File: config.mk
export PLATFORM = sky130hd
export DESIGN_NAME = cma_core
export DESIGN_NICKNAME = d
export VERILOG_FILES = /design/src/verilog/cma_pkg.sv /design/src/verilog/cma_core.sv
export SDC_FILE = /design/constraint.sdc
export NUM_CORES = 1
export LEC_CHECK = 0
export BUFFER_PORTS_ARGS = -buffer_cell sky130_fd_sc_hd__buf_2
export CORE_UTILIZATION = 40
export CTS_BUF_LIST = sky130_fd_sc_hd__clkbuf_16
export DETAILED_ROUTE_END_ITERATION = 10
export PLACE_DENSITY = 0.67
export SYNTH_ARGS = -nofsm -noshare
export SYNTH_HDL_FRONTEND = slang
export SYNTH_SLANG_ARGS = --single-unit
File: constraint.sdc
create_clock -name CLK -period 11.45 [get_ports CLK]
set_clock_uncertainty 0.1 [all_clocks]
set_input_delay 2.29 -clock CLK [delete_from_list [all_inputs] [get_ports CLK]]
set_output_delay 2.29 -clock CLK [all_outputs]
set_load 0.05 [all_outputs]
File: src/verilog/cma_pkg.sv
// Constants, types and carriers for the core memory addressing block.
// Assumes a single instruction clock and an external data and program memory.
package cma_pkg;

  // ----------------------------------------------------------------------
  // Sizes
  // ----------------------------------------------------------------------
  localparam int STACK_DEPTH   = 16;
  localparam int PC_W          = 15;
  localparam int PROG_WORDS    = 2048;
  localparam int DADDR_W       = 12;
  localparam int BANK_COUNT    = 32;
  localparam int GPR_PER_BANK  = 80;

  // ----------------------------------------------------------------------
  // Core register offsets within every bank
  // ----------------------------------------------------------------------
  localparam logic [6:0] OFS_INDIRECT_DATA_PORT_0   = 7'h00;
  localparam logic [6:0] OFS_INDIRECT_DATA_PORT_1   = 7'h01;
  localparam logic [6:0] OFS_PCL     = 7'h02;
  localparam logic [6:0] OFS_STATUS  = 7'h03;
  localparam logic [6:0] OFS_PTR0_LO = 7'h04;
  localparam logic [6:0] OFS_PTR0_HI = 7'h05;
  localparam logic [6:0] OFS_PTR1_LO = 7'h06;
  localparam logic [6:0] OFS_PTR1_HI = 7'h07;
  localparam logic [6:0] OFS_BANK    = 7'h08;
  localparam logic [6:0] OFS_WORKING_REGISTER    = 7'h09;
  localparam logic [6:0] OFS_PROGRAM_COUNTER_HIGH_LATCH  = 7'h0a;
  localparam logic [6:0] OFS_INTERRUPT_CONTROL  = 7'h0b;
  localparam logic [6:0] OFS_CORE_LAST = 7'h0b;
  localparam logic [6:0] OFS_GPR_FIRST = 7'h20;
  localparam logic [6:0] OFS_COMMON    = 7'h70;

  // ----------------------------------------------------------------------
  // Program space
  // ----------------------------------------------------------------------
  localparam logic [14:0] PROG_MASK  = 15'h07ff;
  localparam logic [14:0] VEC_RESET  = 15'h0000;
  localparam logic [14:0] VEC_IRQ    = 15'h0004;
  localparam logic [14:0] HEF_FIRST  = 15'h0780;
  localparam logic [14:0] HEF_LAST   = 15'h07ff;

  // ----------------------------------------------------------------------
  // Pointer map
  // ----------------------------------------------------------------------
  localparam int          PTR_PROG_BIT = 15;
  localparam logic [15:0] LIN_BASE     = 16'h2000;
  localparam logic [12:0] LIN_SPAN     = 13'h0a00;
  localparam logic [12:0] LIN_PER_BANK = 13'h0050;

  // ----------------------------------------------------------------------
  // Reset values and bit positions
  // ----------------------------------------------------------------------
  localparam logic [7:0] RST_BYTE  = 8'h00;
  localparam logic [2:0] RST_FLAGS = 3'h0;
  localparam int         INTERRUPT_CONTROL_GIE_BIT = 7;

  // ----------------------------------------------------------------------
  // Types
  // ----------------------------------------------------------------------
  typedef enum logic [2:0] {
    CMA_PC_HOLD = 3'b000,
    CMA_PC_STEP = 3'b001,
    CMA_PC_GOTO = 3'b010,
    CMA_PC_CALL = 3'b011,
    CMA_PC_RET  = 3'b100,
    CMA_PC_RETI = 3'b101,
    CMA_PC_IRQ  = 3'b110,
    CMA_PC_BRW  = 3'b111
  } cma_pc_op_t;

  typedef enum logic [1:0] {
    CMA_TGT_NONE = 2'b00,
    CMA_TGT_CORE = 2'b01,
    CMA_TGT_DATA = 2'b10,
    CMA_TGT_PROG = 2'b11
  } cma_tgt_t;

  typedef struct packed {
    logic       rd;
    logic       wr;
    logic       to_w;
    logic       flag_protect;
    logic [6:0] addr;
    logic [7:0] wdata;
  } cma_file_req_t;

  typedef struct packed {
    cma_tgt_t    kind;
    logic [11:0] daddr;
    logic [14:0] paddr;
  } cma_target_t;

  typedef struct packed {
    logic [7:0]  working_register;
    logic [7:0]  bank;
    logic [7:0]  program_counter_high_latch;
    logic [15:0] ptr0;
    logic [15:0] ptr1;
    logic [2:0]  flags;
  } cma_shadow_t;

endpackage

File: src/verilog/cma_core.sv
// Memory addressing unit of the 8-bit core: stack, program counter, core
// registers, bank and pointer decode. Assumes data and program memories
// answer reads combinationally in the cycle the address is presented.
`timescale 1ns/1ps

module cma_core
  import cma_pkg::*;
#(
  parameter int STACK_ENTRIES = cma_pkg::STACK_DEPTH
)
(
  // Clock and reset
  input  wire logic                CLK,
  input  wire logic                RST_B,
  // File register request from the execution logic
  input  cma_pkg::cma_file_req_t   FILE_REQ,
  output logic [7:0]               FILE_RDATA,
  output logic                     FILE_RVALID,
  output logic                     BUSY,
  output logic                     HEF_HIT,
  // Program counter control
  input  cma_pkg::cma_pc_op_t      PC_OP,
  input  wire logic [10:0]         PC_TARGET,
  output logic [14:0]              PC,
  // Working register and flags from the ALU
  input  wire logic                W_WR,
  input  wire logic [7:0]          W_WDATA,
  input  wire logic [2:0]          ALU_FLAG_WE,
  input  wire logic [2:0]          ALU_FLAGS,
  input  wire logic [1:0]          PWR_TO_PD,
  output logic [7:0]               W_OUT,
  output logic [7:0]               STATUS_OUT,
  output logic [7:0]               INTERRUPT_CONTROL_OUT,
  // Stack fault flags, held in the power control register
  input  wire logic                STACK_RESET_EN,
  input  wire logic                STACK_FLAG_CLR,
  output logic                     STACK_OVF_FLAG,
  output logic                     STACK_UNF_FLAG,
  output logic                     SOFT_RESET,
  // Data memory port
  output logic [11:0]              DM_ADDR,
  output logic                     DM_RD,
  output logic                     DM_WR,
  output logic [7:0]               DM_WDATA,
  input  wire logic [7:0]          DM_RDATA,
  input  wire logic                DM_HIT,
  // Program memory read port
  output logic [14:0]              PM_ADDR,
  output logic                     PM_RD,
  input  wire logic [13:0]         PM_RDATA
);
  import cma_pkg::*;

  typedef enum logic [0:0] {
    CMA_ST_IDLE = 1'b0,
    CMA_ST_PROG = 1'b1
  } cma_state_t;

  // ----------------------------------------------------------------------
  // State
  // ----------------------------------------------------------------------
  cma_state_t     state_q;
  logic [14:0]    pc_q;
  logic [14:0]    pm_addr_q;
  logic [7:0]     working_register_q;
  logic [7:0]     bank_q;
  logic [7:0]     program_counter_high_latch_q;
  logic [7:0]     interrupt_control_q;
  logic [15:0]    ptr0_q;
  logic [15:0]    ptr1_q;
  logic [2:0]     flags_q;
  logic [7:0]     rdata_q;
  logic           rvalid_q;
  logic           to_w_q;
  logic           hef_q;
  logic [14:0]    stack_q [STACK_ENTRIES];
  logic [4:0]     depth_q;
  logic           ovf_q;
  logic           unf_q;
  logic           soft_rst_q;
  cma_shadow_t    shadow_q;

  // ----------------------------------------------------------------------
  // Functions
  // ----------------------------------------------------------------------
  function automatic logic [14:0] wrap(input logic [14:0] a);
    wrap = a & PROG_MASK;
  endfunction

  function automatic cma_target_t map_bank(input logic [4:0] bank, input logic [6:0] ofs);
    cma_target_t t;
    t.paddr = 15'h0000;
    if (ofs <= OFS_CORE_LAST)
    begin
      t.kind  = CMA_TGT_CORE;
      t.daddr = {5'h00, ofs};
    end
    else if (ofs >= OFS_COMMON)
    begin
      // Common RAM is one physical block, so every bank lands on bank zero.
      t.kind  = CMA_TGT_DATA;
      t.daddr = {5'h00, ofs};
    end
    else
    begin
      t.kind  = CMA_TGT_DATA;
      t.daddr = {bank, ofs};
    end
    return t;
  endfunction

  function automatic cma_target_t map_ptr(input logic [15:0] p);
    cma_target_t t;
    logic [12:0] lin;
    logic [12:0] lbank;
    logic [12:0] lofs;
    lin   = 13'(p - LIN_BASE);
    lbank = lin / LIN_PER_BANK;
    lofs  = lin % LIN_PER_BANK;
    t.kind  = CMA_TGT_NONE;
    t.daddr = 12'h000;
    t.paddr = 15'h0000;
    if (p[PTR_PROG_BIT])
    begin
      t.kind  = CMA_TGT_PROG;
      t.paddr = wrap(p[14:0]);
    end
    else if (p[15:12] == 4'h0)
    begin
      t = map_bank(p[11:7], p[6:0]);
    end
    else if (p >= LIN_BASE && lin < LIN_SPAN)
    begin
      t.kind  = CMA_TGT_DATA;
      t.daddr = {lbank[4:0], 7'(OFS_GPR_FIRST + lofs[6:0])};
    end
    return t;
  endfunction

  // ----------------------------------------------------------------------
  // Request decode
  // ----------------------------------------------------------------------
  cma_target_t tgt;
  logic        take;
  logic        indirect;
  logic        core_wr;
  logic        pm_rd_take;
  logic [6:0]  core_ofs;
  logic [7:0]  core_rd;

  assign take     = (FILE_REQ.rd || FILE_REQ.wr) && state_q == CMA_ST_IDLE;
  assign indirect = FILE_REQ.addr == OFS_INDIRECT_DATA_PORT_0 || FILE_REQ.addr == OFS_INDIRECT_DATA_PORT_1;

  always_comb
  begin
    if (FILE_REQ.addr == OFS_INDIRECT_DATA_PORT_1)
    begin
      tgt = map_ptr(ptr1_q);
    end
    else if (FILE_REQ.addr == OFS_INDIRECT_DATA_PORT_0)
    begin
      tgt = map_ptr(ptr0_q);
    end
    else
    begin
      tgt = map_bank(bank_q[4:0], FILE_REQ.addr);
    end
  end

  // A pointer aimed at a data port itself reaches nothing, avoiding a loop.
  assign core_ofs = tgt.daddr[6:0];
  assign core_wr  = take && FILE_REQ.wr && tgt.kind == CMA_TGT_CORE
                    && core_ofs != OFS_INDIRECT_DATA_PORT_0 && core_ofs != OFS_INDIRECT_DATA_PORT_1;
  assign pm_rd_take = take && FILE_REQ.rd && tgt.kind == CMA_TGT_PROG;

  always_comb
  begin
    case (core_ofs)
      OFS_PCL:     core_rd = pc_q[7:0];
      OFS_STATUS:  core_rd = STATUS_OUT;
      OFS_PTR0_LO: core_rd = ptr0_q[7:0];
      OFS_PTR0_HI: core_rd = ptr0_q[15:8];
      OFS_PTR1_LO: core_rd = ptr1_q[7:0];
      OFS_PTR1_HI: core_rd = ptr1_q[15:8];
      OFS_BANK:    core_rd = bank_q;
      OFS_WORKING_REGISTER:    core_rd = working_register_q;
      OFS_PROGRAM_COUNTER_HIGH_LATCH:  core_rd = program_counter_high_latch_q;
      OFS_INTERRUPT_CONTROL:  core_rd = interrupt_control_q;
      default:     core_rd = RST_BYTE;
    endcase
  end

  assign DM_ADDR  = tgt.daddr;
  assign DM_RD    = take && FILE_REQ.rd && tgt.kind == CMA_TGT_DATA;
  // Program-memory targets have no write path at all, so such writes vanish.
  assign DM_WR    = take && FILE_REQ.wr && tgt.kind == CMA_TGT_DATA;
  assign DM_WDATA = FILE_REQ.wdata;
  assign PM_ADDR  = pm_addr_q;
  assign PM_RD    = state_q == CMA_ST_PROG;
  assign BUSY     = state_q == CMA_ST_PROG;

  // ----------------------------------------------------------------------
  // Read path
  // ----------------------------------------------------------------------
  always_ff @(posedge CLK or negedge RST_B)
  begin
    if (!RST_B)
    begin
      state_q   <= CMA_ST_IDLE;
      pm_addr_q <= VEC_RESET;
      rdata_q   <= RST_BYTE;
      rvalid_q  <= 1'b0;
      to_w_q    <= 1'b0;
      hef_q     <= 1'b0;
    end
    else
    begin
      rvalid_q <= 1'b0;
      case (state_q)
        CMA_ST_IDLE:
        begin
          if (pm_rd_take)
          begin
            // The program word needs its own cycle on the program port.
            state_q   <= CMA_ST_PROG;
            pm_addr_q <= tgt.paddr;
            to_w_q    <= FILE_REQ.to_w;
          end
          else if (take && FILE_REQ.rd)
          begin
            rvalid_q <= 1'b1;
            to_w_q   <= FILE_REQ.to_w;
            hef_q    <= 1'b0;
            if (tgt.kind == CMA_TGT_CORE)
            begin
              rdata_q <= core_rd;
            end
            else if (tgt.kind == CMA_TGT_DATA && DM_HIT)
            begin
              rdata_q <= DM_RDATA;
            end
            else
            begin
              rdata_q <= RST_BYTE;
            end
          end
        end
        CMA_ST_PROG:
        begin
          state_q  <= CMA_ST_IDLE;
          rvalid_q <= 1'b1;
          rdata_q  <= PM_RDATA[7:0];
          hef_q    <= pm_addr_q >= HEF_FIRST && pm_addr_q <= HEF_LAST;
        end
        default: state_q <= CMA_ST_IDLE;
      endcase
    end
  end

  assign FILE_RDATA  = rdata_q;
  assign FILE_RVALID = rvalid_q;
  assign HEF_HIT     = hef_q;

  // ----------------------------------------------------------------------
  // Working, bank, latch and interrupt control registers
  // ----------------------------------------------------------------------
  always_ff @(posedge CLK or negedge RST_B)
  begin
    if (!RST_B)
    begin
      working_register_q   <= RST_BYTE;
      bank_q   <= RST_BYTE;
      program_counter_high_latch_q <= RST_BYTE;
      interrupt_control_q <= RST_BYTE;
    end
    else if (PC_OP == CMA_PC_RETI)
    begin
      working_register_q   <= shadow_q.working_register;
      bank_q   <= shadow_q.bank;
      program_counter_high_latch_q <= shadow_q.program_counter_high_latch;
      interrupt_control_q[INTERRUPT_CONTROL_GIE_BIT] <= 1'b1;
    end
    else
    begin
      if (rvalid_q && to_w_q)
      begin
        working_register_q <= rdata_q;
      end
      else if (core_wr && core_ofs == OFS_WORKING_REGISTER)
      begin
        working_register_q <= FILE_REQ.wdata;
      end
      else if (W_WR)
      begin
        working_register_q <= W_WDATA;
      end
      if (core_wr && core_ofs == OFS_BANK)
      begin
        bank_q <= {3'h0, FILE_REQ.wdata[4:0]};
      end
      if (core_wr && core_ofs == OFS_PROGRAM_COUNTER_HIGH_LATCH)
      begin
        program_counter_high_latch_q <= {1'b0, FILE_REQ.wdata[6:0]};
      end
      if (PC_OP == CMA_PC_IRQ)
      begin
        interrupt_control_q[INTERRUPT_CONTROL_GIE_BIT] <= 1'b0;
      end
      else if (core_wr && core_ofs == OFS_INTERRUPT_CONTROL)
      begin
        interrupt_control_q <= FILE_REQ.wdata;
      end
    end
  end

  // ----------------------------------------------------------------------
  // Pointers
  // ----------------------------------------------------------------------
  always_ff @(posedge CLK or negedge RST_B)
  begin
    if (!RST_B)
    begin
      ptr0_q <= {RST_BYTE, RST_BYTE};
      ptr1_q <= {RST_BYTE, RST_BYTE};
    end
    else if (PC_OP == CMA_PC_RETI)
    begin
      ptr0_q <= shadow_q.ptr0;
      ptr1_q <= shadow_q.ptr1;
    end
    else if (core_wr)
    begin
      case (core_ofs)
        OFS_PTR0_LO: ptr0_q[7:0]  <= FILE_REQ.wdata;
        OFS_PTR0_HI: ptr0_q[15:8] <= FILE_REQ.wdata;
        OFS_PTR1_LO: ptr1_q[7:0]  <= FILE_REQ.wdata;
        OFS_PTR1_HI: ptr1_q[15:8] <= FILE_REQ.wdata;
        default:     ptr0_q       <= ptr0_q;
      endcase
    end
  end

  // ----------------------------------------------------------------------
  // Status flags
  // ----------------------------------------------------------------------
  always_ff @(posedge CLK or negedge RST_B)
  begin
    if (!RST_B)
    begin
      flags_q <= RST_FLAGS;
    end
    else if (PC_OP == CMA_PC_RETI)
    begin
      flags_q <= shadow_q.flags;
    end
    else
    begin
      for (int i = 0; i < 3; i++)
      begin
        if (ALU_FLAG_WE[i])
        begin
          flags_q[i] <= ALU_FLAGS[i];
        end
        else if (core_wr && core_ofs == OFS_STATUS && !FILE_REQ.flag_protect)
        begin
          flags_q[i] <= FILE_REQ.wdata[i];
        end
      end
    end
  end

  // Time-out and power-down are owned by the power logic and read only here.
  assign STATUS_OUT = {3'h0, PWR_TO_PD, flags_q};
  assign INTERRUPT_CONTROL_OUT = interrupt_control_q;
  assign W_OUT      = working_register_q;

  // ----------------------------------------------------------------------
  // Shadow registers
  // ----------------------------------------------------------------------
  always_ff @(posedge CLK or negedge RST_B)
  begin
    if (!RST_B)
    begin
      shadow_q <= '0;
    end
    else if (PC_OP == CMA_PC_IRQ)
    begin
      shadow_q <= '{working_register: working_register_q, bank: bank_q, program_counter_high_latch: program_counter_high_latch_q,
                    ptr0: ptr0_q, ptr1: ptr1_q, flags: flags_q};
    end
  end

  // ----------------------------------------------------------------------
  // Return stack and program counter
  // ----------------------------------------------------------------------
  logic        push;
  logic        pop;
  logic        push_ovf;
  logic        pop_unf;
  logic [14:0] push_addr;
  logic [14:0] pop_addr;

  assign push      = PC_OP == CMA_PC_CALL || PC_OP == CMA_PC_IRQ;
  assign pop       = PC_OP == CMA_PC_RET || PC_OP == CMA_PC_RETI;
  assign push_ovf  = push && depth_q == 5'(STACK_ENTRIES);
  assign pop_unf   = pop && depth_q == 5'h00;
  assign push_addr = PC_OP == CMA_PC_IRQ ? pc_q : wrap(15'(pc_q + 15'h0001));
  assign pop_addr  = pop_unf ? VEC_RESET : stack_q[4'(depth_q - 5'h01)];

  always_ff @(posedge CLK or negedge RST_B)
  begin
    if (!RST_B)
    begin
      depth_q <= 5'h00;
      for (int i = 0; i < STACK_ENTRIES; i++)
      begin
        stack_q[i] <= VEC_RESET;
      end
    end
    else if (push && !push_ovf)
    begin
      stack_q[4'(depth_q)] <= push_addr;
      depth_q <= 5'(depth_q + 5'h01);
    end
    else if (pop && !pop_unf)
    begin
      depth_q <= 5'(depth_q - 5'h01);
    end
  end

  always_ff @(posedge CLK or negedge RST_B)
  begin
    if (!RST_B)
    begin
      ovf_q      <= 1'b0;
      unf_q      <= 1'b0;
      soft_rst_q <= 1'b0;
    end
    else
    begin
      // A fault in the cycle of a clear still lands.
      ovf_q      <= push_ovf || (ovf_q && !STACK_FLAG_CLR);
      unf_q      <= pop_unf || (unf_q && !STACK_FLAG_CLR);
      soft_rst_q <= (push_ovf || pop_unf) && STACK_RESET_EN;
    end
  end

  assign STACK_OVF_FLAG = ovf_q;
  assign STACK_UNF_FLAG = unf_q;
  assign SOFT_RESET     = soft_rst_q;

  always_ff @(posedge CLK or negedge RST_B)
  begin
    if (!RST_B)
    begin
      pc_q <= VEC_RESET;
    end
    else if (core_wr && core_ofs == OFS_PCL)
    begin
      pc_q <= wrap({program_counter_high_latch_q[6:0], FILE_REQ.wdata});
    end
    else
    begin
      case (PC_OP)
        CMA_PC_STEP: pc_q <= wrap(15'(pc_q + 15'h0001));
        CMA_PC_GOTO: pc_q <= wrap({program_counter_high_latch_q[6:3], PC_TARGET});
        CMA_PC_CALL: pc_q <= wrap({program_counter_high_latch_q[6:3], PC_TARGET});
        CMA_PC_RET:  pc_q <= pop_addr;
        CMA_PC_RETI: pc_q <= pop_addr;
        CMA_PC_IRQ:  pc_q <= VEC_IRQ;
        CMA_PC_BRW:  pc_q <= wrap(15'(pc_q + 15'h0001 + {7'h00, working_register_q}));
        default:     pc_q <= pc_q;
      endcase
    end
  end

  assign PC = pc_q;

endmodule

Word-level counts from Yosys, hierarchy flattened
Cells that the tools add are included.

cells by class
  add/subtract/negate cells = 8
  $mul = 0
  divide/modulo/power cells = 4
  magnitude comparators = 15
  eq/ne operators = 25
  shifts and indexed selects = 0
  muxes and demuxes = 72
  bitwise logic cells = 5
  reduce and logical (&&, ||, !) cells = 69

operator list
  cell                                                                               number
  240-bit bitwise mux                                                                1
  8-bit 2-to-1 mux                                                                   17
  14-bit 2-to-1 mux                                                                  7
  15-bit 2-to-1 mux                                                                  6
  8-bit case mux with 10 select lines                                                1
  15-bit case mux with 5 select lines                                                1
  16-bit 2-to-1 mux                                                                  4
  15-bit binary-select mux with 4-bit select                                         1
  15-bit demux with 4-bit select                                                     1
  12-bit 2-to-1 mux                                                                  5
  29-bit 2-to-1 mux                                                                  2
  16-bit by 14-bit >= comparator with 1-bit output (second input constant)           2
  1-bit logical AND                                                                  29
  7-bit by 3-bit == test with 1-bit output (second input constant)                   4
  7-bit by 4-bit == test with 1-bit output (second input constant)                   4
  13-bit by 7-bit divider with 13-bit output (second input constant)                 2
  13-bit by 12-bit less-than comparator with 1-bit output (second input constant)    2
  13-bit by 7-bit modulo with 13-bit output (second input constant)                  2
  13-bit by 1-bit subtractor with 13-bit output (second input constant)              2
  11-bit 2-to-1 mux                                                                  2
  7-bit >= comparator (second input constant)                                        3
  7-bit by 4-bit less-or-equal comparator with 1-bit output (second input constant)  3
  2-bit nonzero test                                                                 9
  8-bit case mux with 2 select lines                                                 1
  39 further kinds                                                                   87

word-level totals
  flip-flop bits (word level) = 416
  latch bits = 0
  memory bits (writable) = 0
  memory bits (read-only) = 0
  input port bits = 77
  word-level logic and storage cells = 243
  memories = 0

Longest topological paths before layout
  depth in word-level cells = 17
  depth in mapped cells = 17

Least setup slack after synthesis
No wires, ideal clock.

  kind = input port to output port
  start = input port FILE_REQ[14] (netlist bit)
  end = output port DM_RD
  arrival time = 4.230 ns
  data required time = 9.060 ns
  path slack = 4.830 ns
  cell stages on the path = 7
  cells stage by stage = nor3_1 -> nand2_1 -> nor3_2 -> o21ai_0 -> nand3_1 -> nand2_1 -> nor2_1

between the ends
  cells in the longest elaborated chain, start to end = 6
  elaborated cells between the ends (all ways) = 8
  classes of those cells = order compare: 1; eq/ne: 2; mux: 3; reduce/logical: 2

RTL lines
  what                                                       RTL line         source
  start: declaration                                         cma_core.sv:16   input cma_pkg::cma_file_req_t FILE_REQ,
  7-bit by 4-bit less-or-equal comparator with 1-bit output  cma_core.sv:93   if (ofs <= OFS_CORE_LAST)
  14-bit 2-to-1 mux                                          cma_core.sv:93
  29-bit 2-to-1 mux                                          cma_core.sv:160  else if (FILE_REQ.addr == OFS_INDIRECT_DATA_PORT_0)
  29-bit 2-to-1 mux *                                        cma_core.sv:156  if (FILE_REQ.addr == OFS_INDIRECT_DATA_PORT_1)
  2-bit == test *                                            cma_core.sv:194  assign DM_RD = take && FILE_REQ.rd && tgt.kind == CMA_TGT_DATA;
  1-bit logical AND *                                        cma_core.sv:194
  end: declaration                                           cma_core.sv:42   output logic DM_RD,

Mark *: on every way between the ends. The rest lies on a longest branch, timed or not.

Final worst setup path
  start = register ptr0_q[7]
  end = output port DM_ADDR[5]

between the ends
  cells in the longest elaborated chain, start to end = 8
  elaborated cells between the ends (all ways) = 11
  classes of those cells = add/sub: 2; div: 1; order compare: 2; mux: 5; reduce/logical: 1

RTL lines
  what                                                                                                                         RTL line                          source
  start: declaration                                                                                                           cma_core.sv:69                    logic [15:0] ptr0_q;
  start signal: assignment                                                                                                     cma_core.sv:323                   ptr0_q <= {RST_BYTE, RST_BYTE};
  start signal: assignment                                                                                                     cma_core.sv:328                   ptr0_q <= shadow_q.ptr0;
  start signal: assignment                                                                                                     cma_core.sv:334                   OFS_PTR0_LO: ptr0_q[7:0] <= FILE_REQ.wdata;
  13-bit by 1-bit subtractor with 13-bit output                                                                                cma_core.sv:117                   lin = 13'(p - LIN_BASE);
  13-bit by 7-bit modulo with 13-bit output / 13-bit by 12-bit less-than comparator with 1-bit output (equally long branches)  cma_core.sv:119, cma_core.sv:132
  6-bit by 7-bit adder with 7-bit output / 1-bit logical AND (equally long branches)                                           cma_core.sv:135, cma_core.sv:132
  14-bit 2-to-1 mux *                                                                                                          cma_core.sv:132                   else if (p >= LIN_BASE && lin < LIN_SPAN)
  14-bit 2-to-1 mux *                                                                                                          cma_core.sv:128                   else if (p[15:12] == 4'h0)
  12-bit 2-to-1 mux *                                                                                                          cma_core.sv:123                   if (p[PTR_PROG_BIT])
  29-bit 2-to-1 mux *                                                                                                          cma_core.sv:160
  29-bit 2-to-1 mux *                                                                                                          cma_core.sv:156
  end: declaration                                                                                                             cma_core.sv:41                    output logic [11:0] DM_ADDR,

Marks and branches as above.

==> results by group <==
STA
  – Min Tclk post-route: 7.38 ns
  – Slew @ Worst Pin: between 1 and 1.5 ns
  – Max Freq: 135 MHz
  – Slew Viols, Final: 0
  – Hold Vio Cnt, Final: 0
  – Tcrit/Tclk final: 64.5%
  – Slew HR: between 10% and 20%
  – RSZ-0062 raised after global routing: false
  – Hold Slack: about 0.37 ns
  – Final setup fails: 0
  – Sum Neg Setup Slack: 0 ns

Logic synthesis
  – Syn avg cell area: between 9 and 10 um2
  – Synth top area share: 44.2%
  – Gate Count Post-Synth: 2557
  – Synth top cells by count: nand2_1 (597), dfrtp_1 (412), o21ai_0 (359)
  – Fraction of registers with async set/reset: 100%
  – Area contributors post-synth: dfrtp_1 (44%), nand2_1 (9.6%), o21ai_0 (7.7%)
  – Post-Syn Area: 0.0233 mm2
  – Flip-flop and latch count after synthesis: 412
  – EDFF count, synth: 0
  – Synth warn: 0
  – Most used DFF post-synth: dfrtp_1
  – Synth cell types: 108
  – Largest area contributor in the netlist: dfrtp_1
  – Sequential share of the synthesized area: 44.2%
  – Most numerous cell in the Yosys netlist: nand2_1

Clock tree
  – Post CTS Setup Buffer Count: 0
  – Clock root buffer: clkbuf_16
  – TritonCTS Buffers: 45
  – H-tree depth: 2
  – Skew-Pair Late Insertion Delay: about 0.58 ns
  – Sink Count: a little over 400
  – CTS hold repair buffers: 0
  – Post-CTS resize count: 0
  – Clock transition at path regs: 0.05 ns
  – CTS tree: built
  – CTS Buffer Depth: 3

Power
  – Switch share: between 30% and 40%
  – Clock power share: 25.9%
  – Part of the power in registers: 38.3%
  – NetSw: 2.11 mW
  – Leak: 11.4 nW
  – Max IR drop VDD: 0.485 mV
  – Combinational fraction of design power: 35.8%
  – Power Internal: 3.31 mW
  – Power Density: between 200 and 250 mW/mm2

Setup path
  – Worst setup path class: flip-flop to output pin
  – Req. time, crit path: between 9 and 10 ns
  – CP Launch Type: flip-flop
  – Setup crit end kind: output pin
  – CP arrival: 4.99 ns
  – Critical path peak fanout: 29

Route
  – Wire per inst: 21.2 um
  – Routed WL: 70800 um
  – Starting DRT DRC Count: around 1800
  – First-pass iteration count of the detailed router: 5
  – DR vias: 19900
  – Via density: 5.94
  – Routed Antenna Nets: 0
  – Residual DRC: 0

Finish
  – Layout cells sized above 1: 14.5%
  – N_diodes: 0
  – Layout Utilization: 44.4%
  – Area Overhead vs Synth: 9.78%
  – Nets@finish: 2646
  – Filler cells: 5533
  – Multi-input logic area: approximately 0.012 mm2
  – Sequential Area: between 0.01 and 0.015 mm2

Run
  – Max-cap violations: 0

Global route
  – Largest net degree at the start of global routing: 110
  – Total track usage: 23.6%
  – GRT overflow: 0
  – Initial antenna violation count: 0
  – First-pass GRT wire length: 111000 um
  – Vias in the first global route: 19200

Die
  – I/O Pins: ~170
  – Initial cell density of the core: 40.5%
  – Die Ht: 243 um
  – Total die area: about 0.059 mm2
  – Die width: 243 um
  – Site row count: 88
  – Total core area: about 0.058 mm2

Min path
  – HP Class: flip-flop to flip-flop

Placement
  – Routability cong.: 0.940
  – PortBufs: between 150 and 200
  – Detailed-placement wirelength estimate: 47000 um

Outcome
  – Status: finished, final reports clean
cells by family after synthesis:
family                   after synthesis  synth area share, %
AO/OA/AOI/OAI                        713                 19.3
XOR/XNOR                              42                 1.58
adder cells (fa/ha/maj)               20                 1.09
buffers and inverters                288                 5.72
flip-flops                           412                 44.2
multiplexers                         157                 10.0
other                                  1               0.0161
AND/OR/NAND/NOR                      924                 18.0
critical path: stages (launching register included):
cell and delay [ns]:
dfrtp_1 1.03, inv_1 0.54, a211oi_1 0.44, o31a_2 0.25, nor2_4 0.08, or4_1 0.52
and4_1 0.32, a311oi_1 0.26, nand2_1 0.11, a21oi_2 0.41, nand2b_1 0.18, buf_2 0.26
area by class of cell:
cell class | instances | share of cell area [%]
inverters | 41 | 0.602
multi-input cells | 1863 | 45.8
clock buffers | 45 | 4.40
clock inverters | 32 | 1.06
repair buffers | 188 | 4.05
flip-flops and latches | 412 | 40.3
well taps | 765 | 3.74
sequential cells by signal, summed over array words and instances (netlist names):
register,flops
shadow_q,59
W_OUT,8
HEF_HIT,1
PC,15
bank_q,8
FILE_RVALID,1
ptr1_q,16
INTERRUPT_CONTROL_OUT,8
BUSY,1
STACK_OVF_FLAG,1
PM_ADDR,11
program_counter_high_latch_q,8
SOFT_RESET,1
depth_q,5
FILE_RDATA,8
ptr0_q,16
flags_q,3
to_w_q,1
STACK_UNF_FLAG,1
stack_q,240
power by group through the flow:
stage	logic, mW	registers, mW	clock network (mW)
2_1_floorplan	1.42	2.04	0
3_3_place_gp	1.88	2.07	0
3_5_place_dp	1.93	2.09	0
4_1_cts	1.93	2.07	1.44
5_1_grt	2.11	2.12	1.49
6_report	1.94	2.08	1.41
layout by cell type (no fill, tap or decap), drive strengths merged, types with 14 or more instances in the layout:
master and n:
o31ai 17, a21oi 81, clkbuf 45, nor3b 17
a22oi 24, o2111ai 17, a211oi 38, xor2 18
o221ai 15, mux4 60, nor2 94, nor2b 22
mux2i 83, inv 54, buf 188, a221oi 17
xnor2 24, and2 16, nand3 45, nand2 598
nor3 30, nand2b 19, dfrtp 412, o21ai 367
mux2 14, ha 17
layer usage:
| layer | share of wire [%] | track usage [%] | up-vias |
|---|---|---|---|
| li1 | - | - | 9058 |
| met1 | 43 | 31.9 | 9862 |
| met2 | 47 | 37.9 | 813 |
| met3 | 6.8 | 3.57 | 152 |
| met4 | 3.8 | 9.66 | 0 |
| met5 | 0 | 0 | - |
metrics by stage:
step	setup slack [ns]	cells	cell area [um2]	power (mW)
final	4.07	3346	25600	5.42
after global routing	3.87	3346	25600	5.72
after CTS	4.17	3346	25600	5.44
after detailed placement	4.23	3269	24200	4.02
after global placement	4.31	3269	24200	3.94
after floorplan	4.83	2563	23300	3.45
worst paths after layout:
| check | start | endpoint | slack [ns] | cells past startpoint |
|---|---|---|---|---|
| max | ptr0_q[7] | DM_ADDR[5] | 4.07 | 11 |
| min | shadow_q[15] | shadow_q[15] | 0.37 | 2 |
| max reg2reg | ptr0_q[10] | W_OUT[1] | 6.74 | 11 |
| min reg2reg | shadow_q[15] | shadow_q[15] | 0.37 | 2 |
| min in group asynchronous | RST_B | stack_q[205] | 1.67 | 1 |
| max in group asynchronous | RST_B | bank_q[2] | 8.00 | 2 |
No activity file was read; power rests on OpenSTA's default activity.
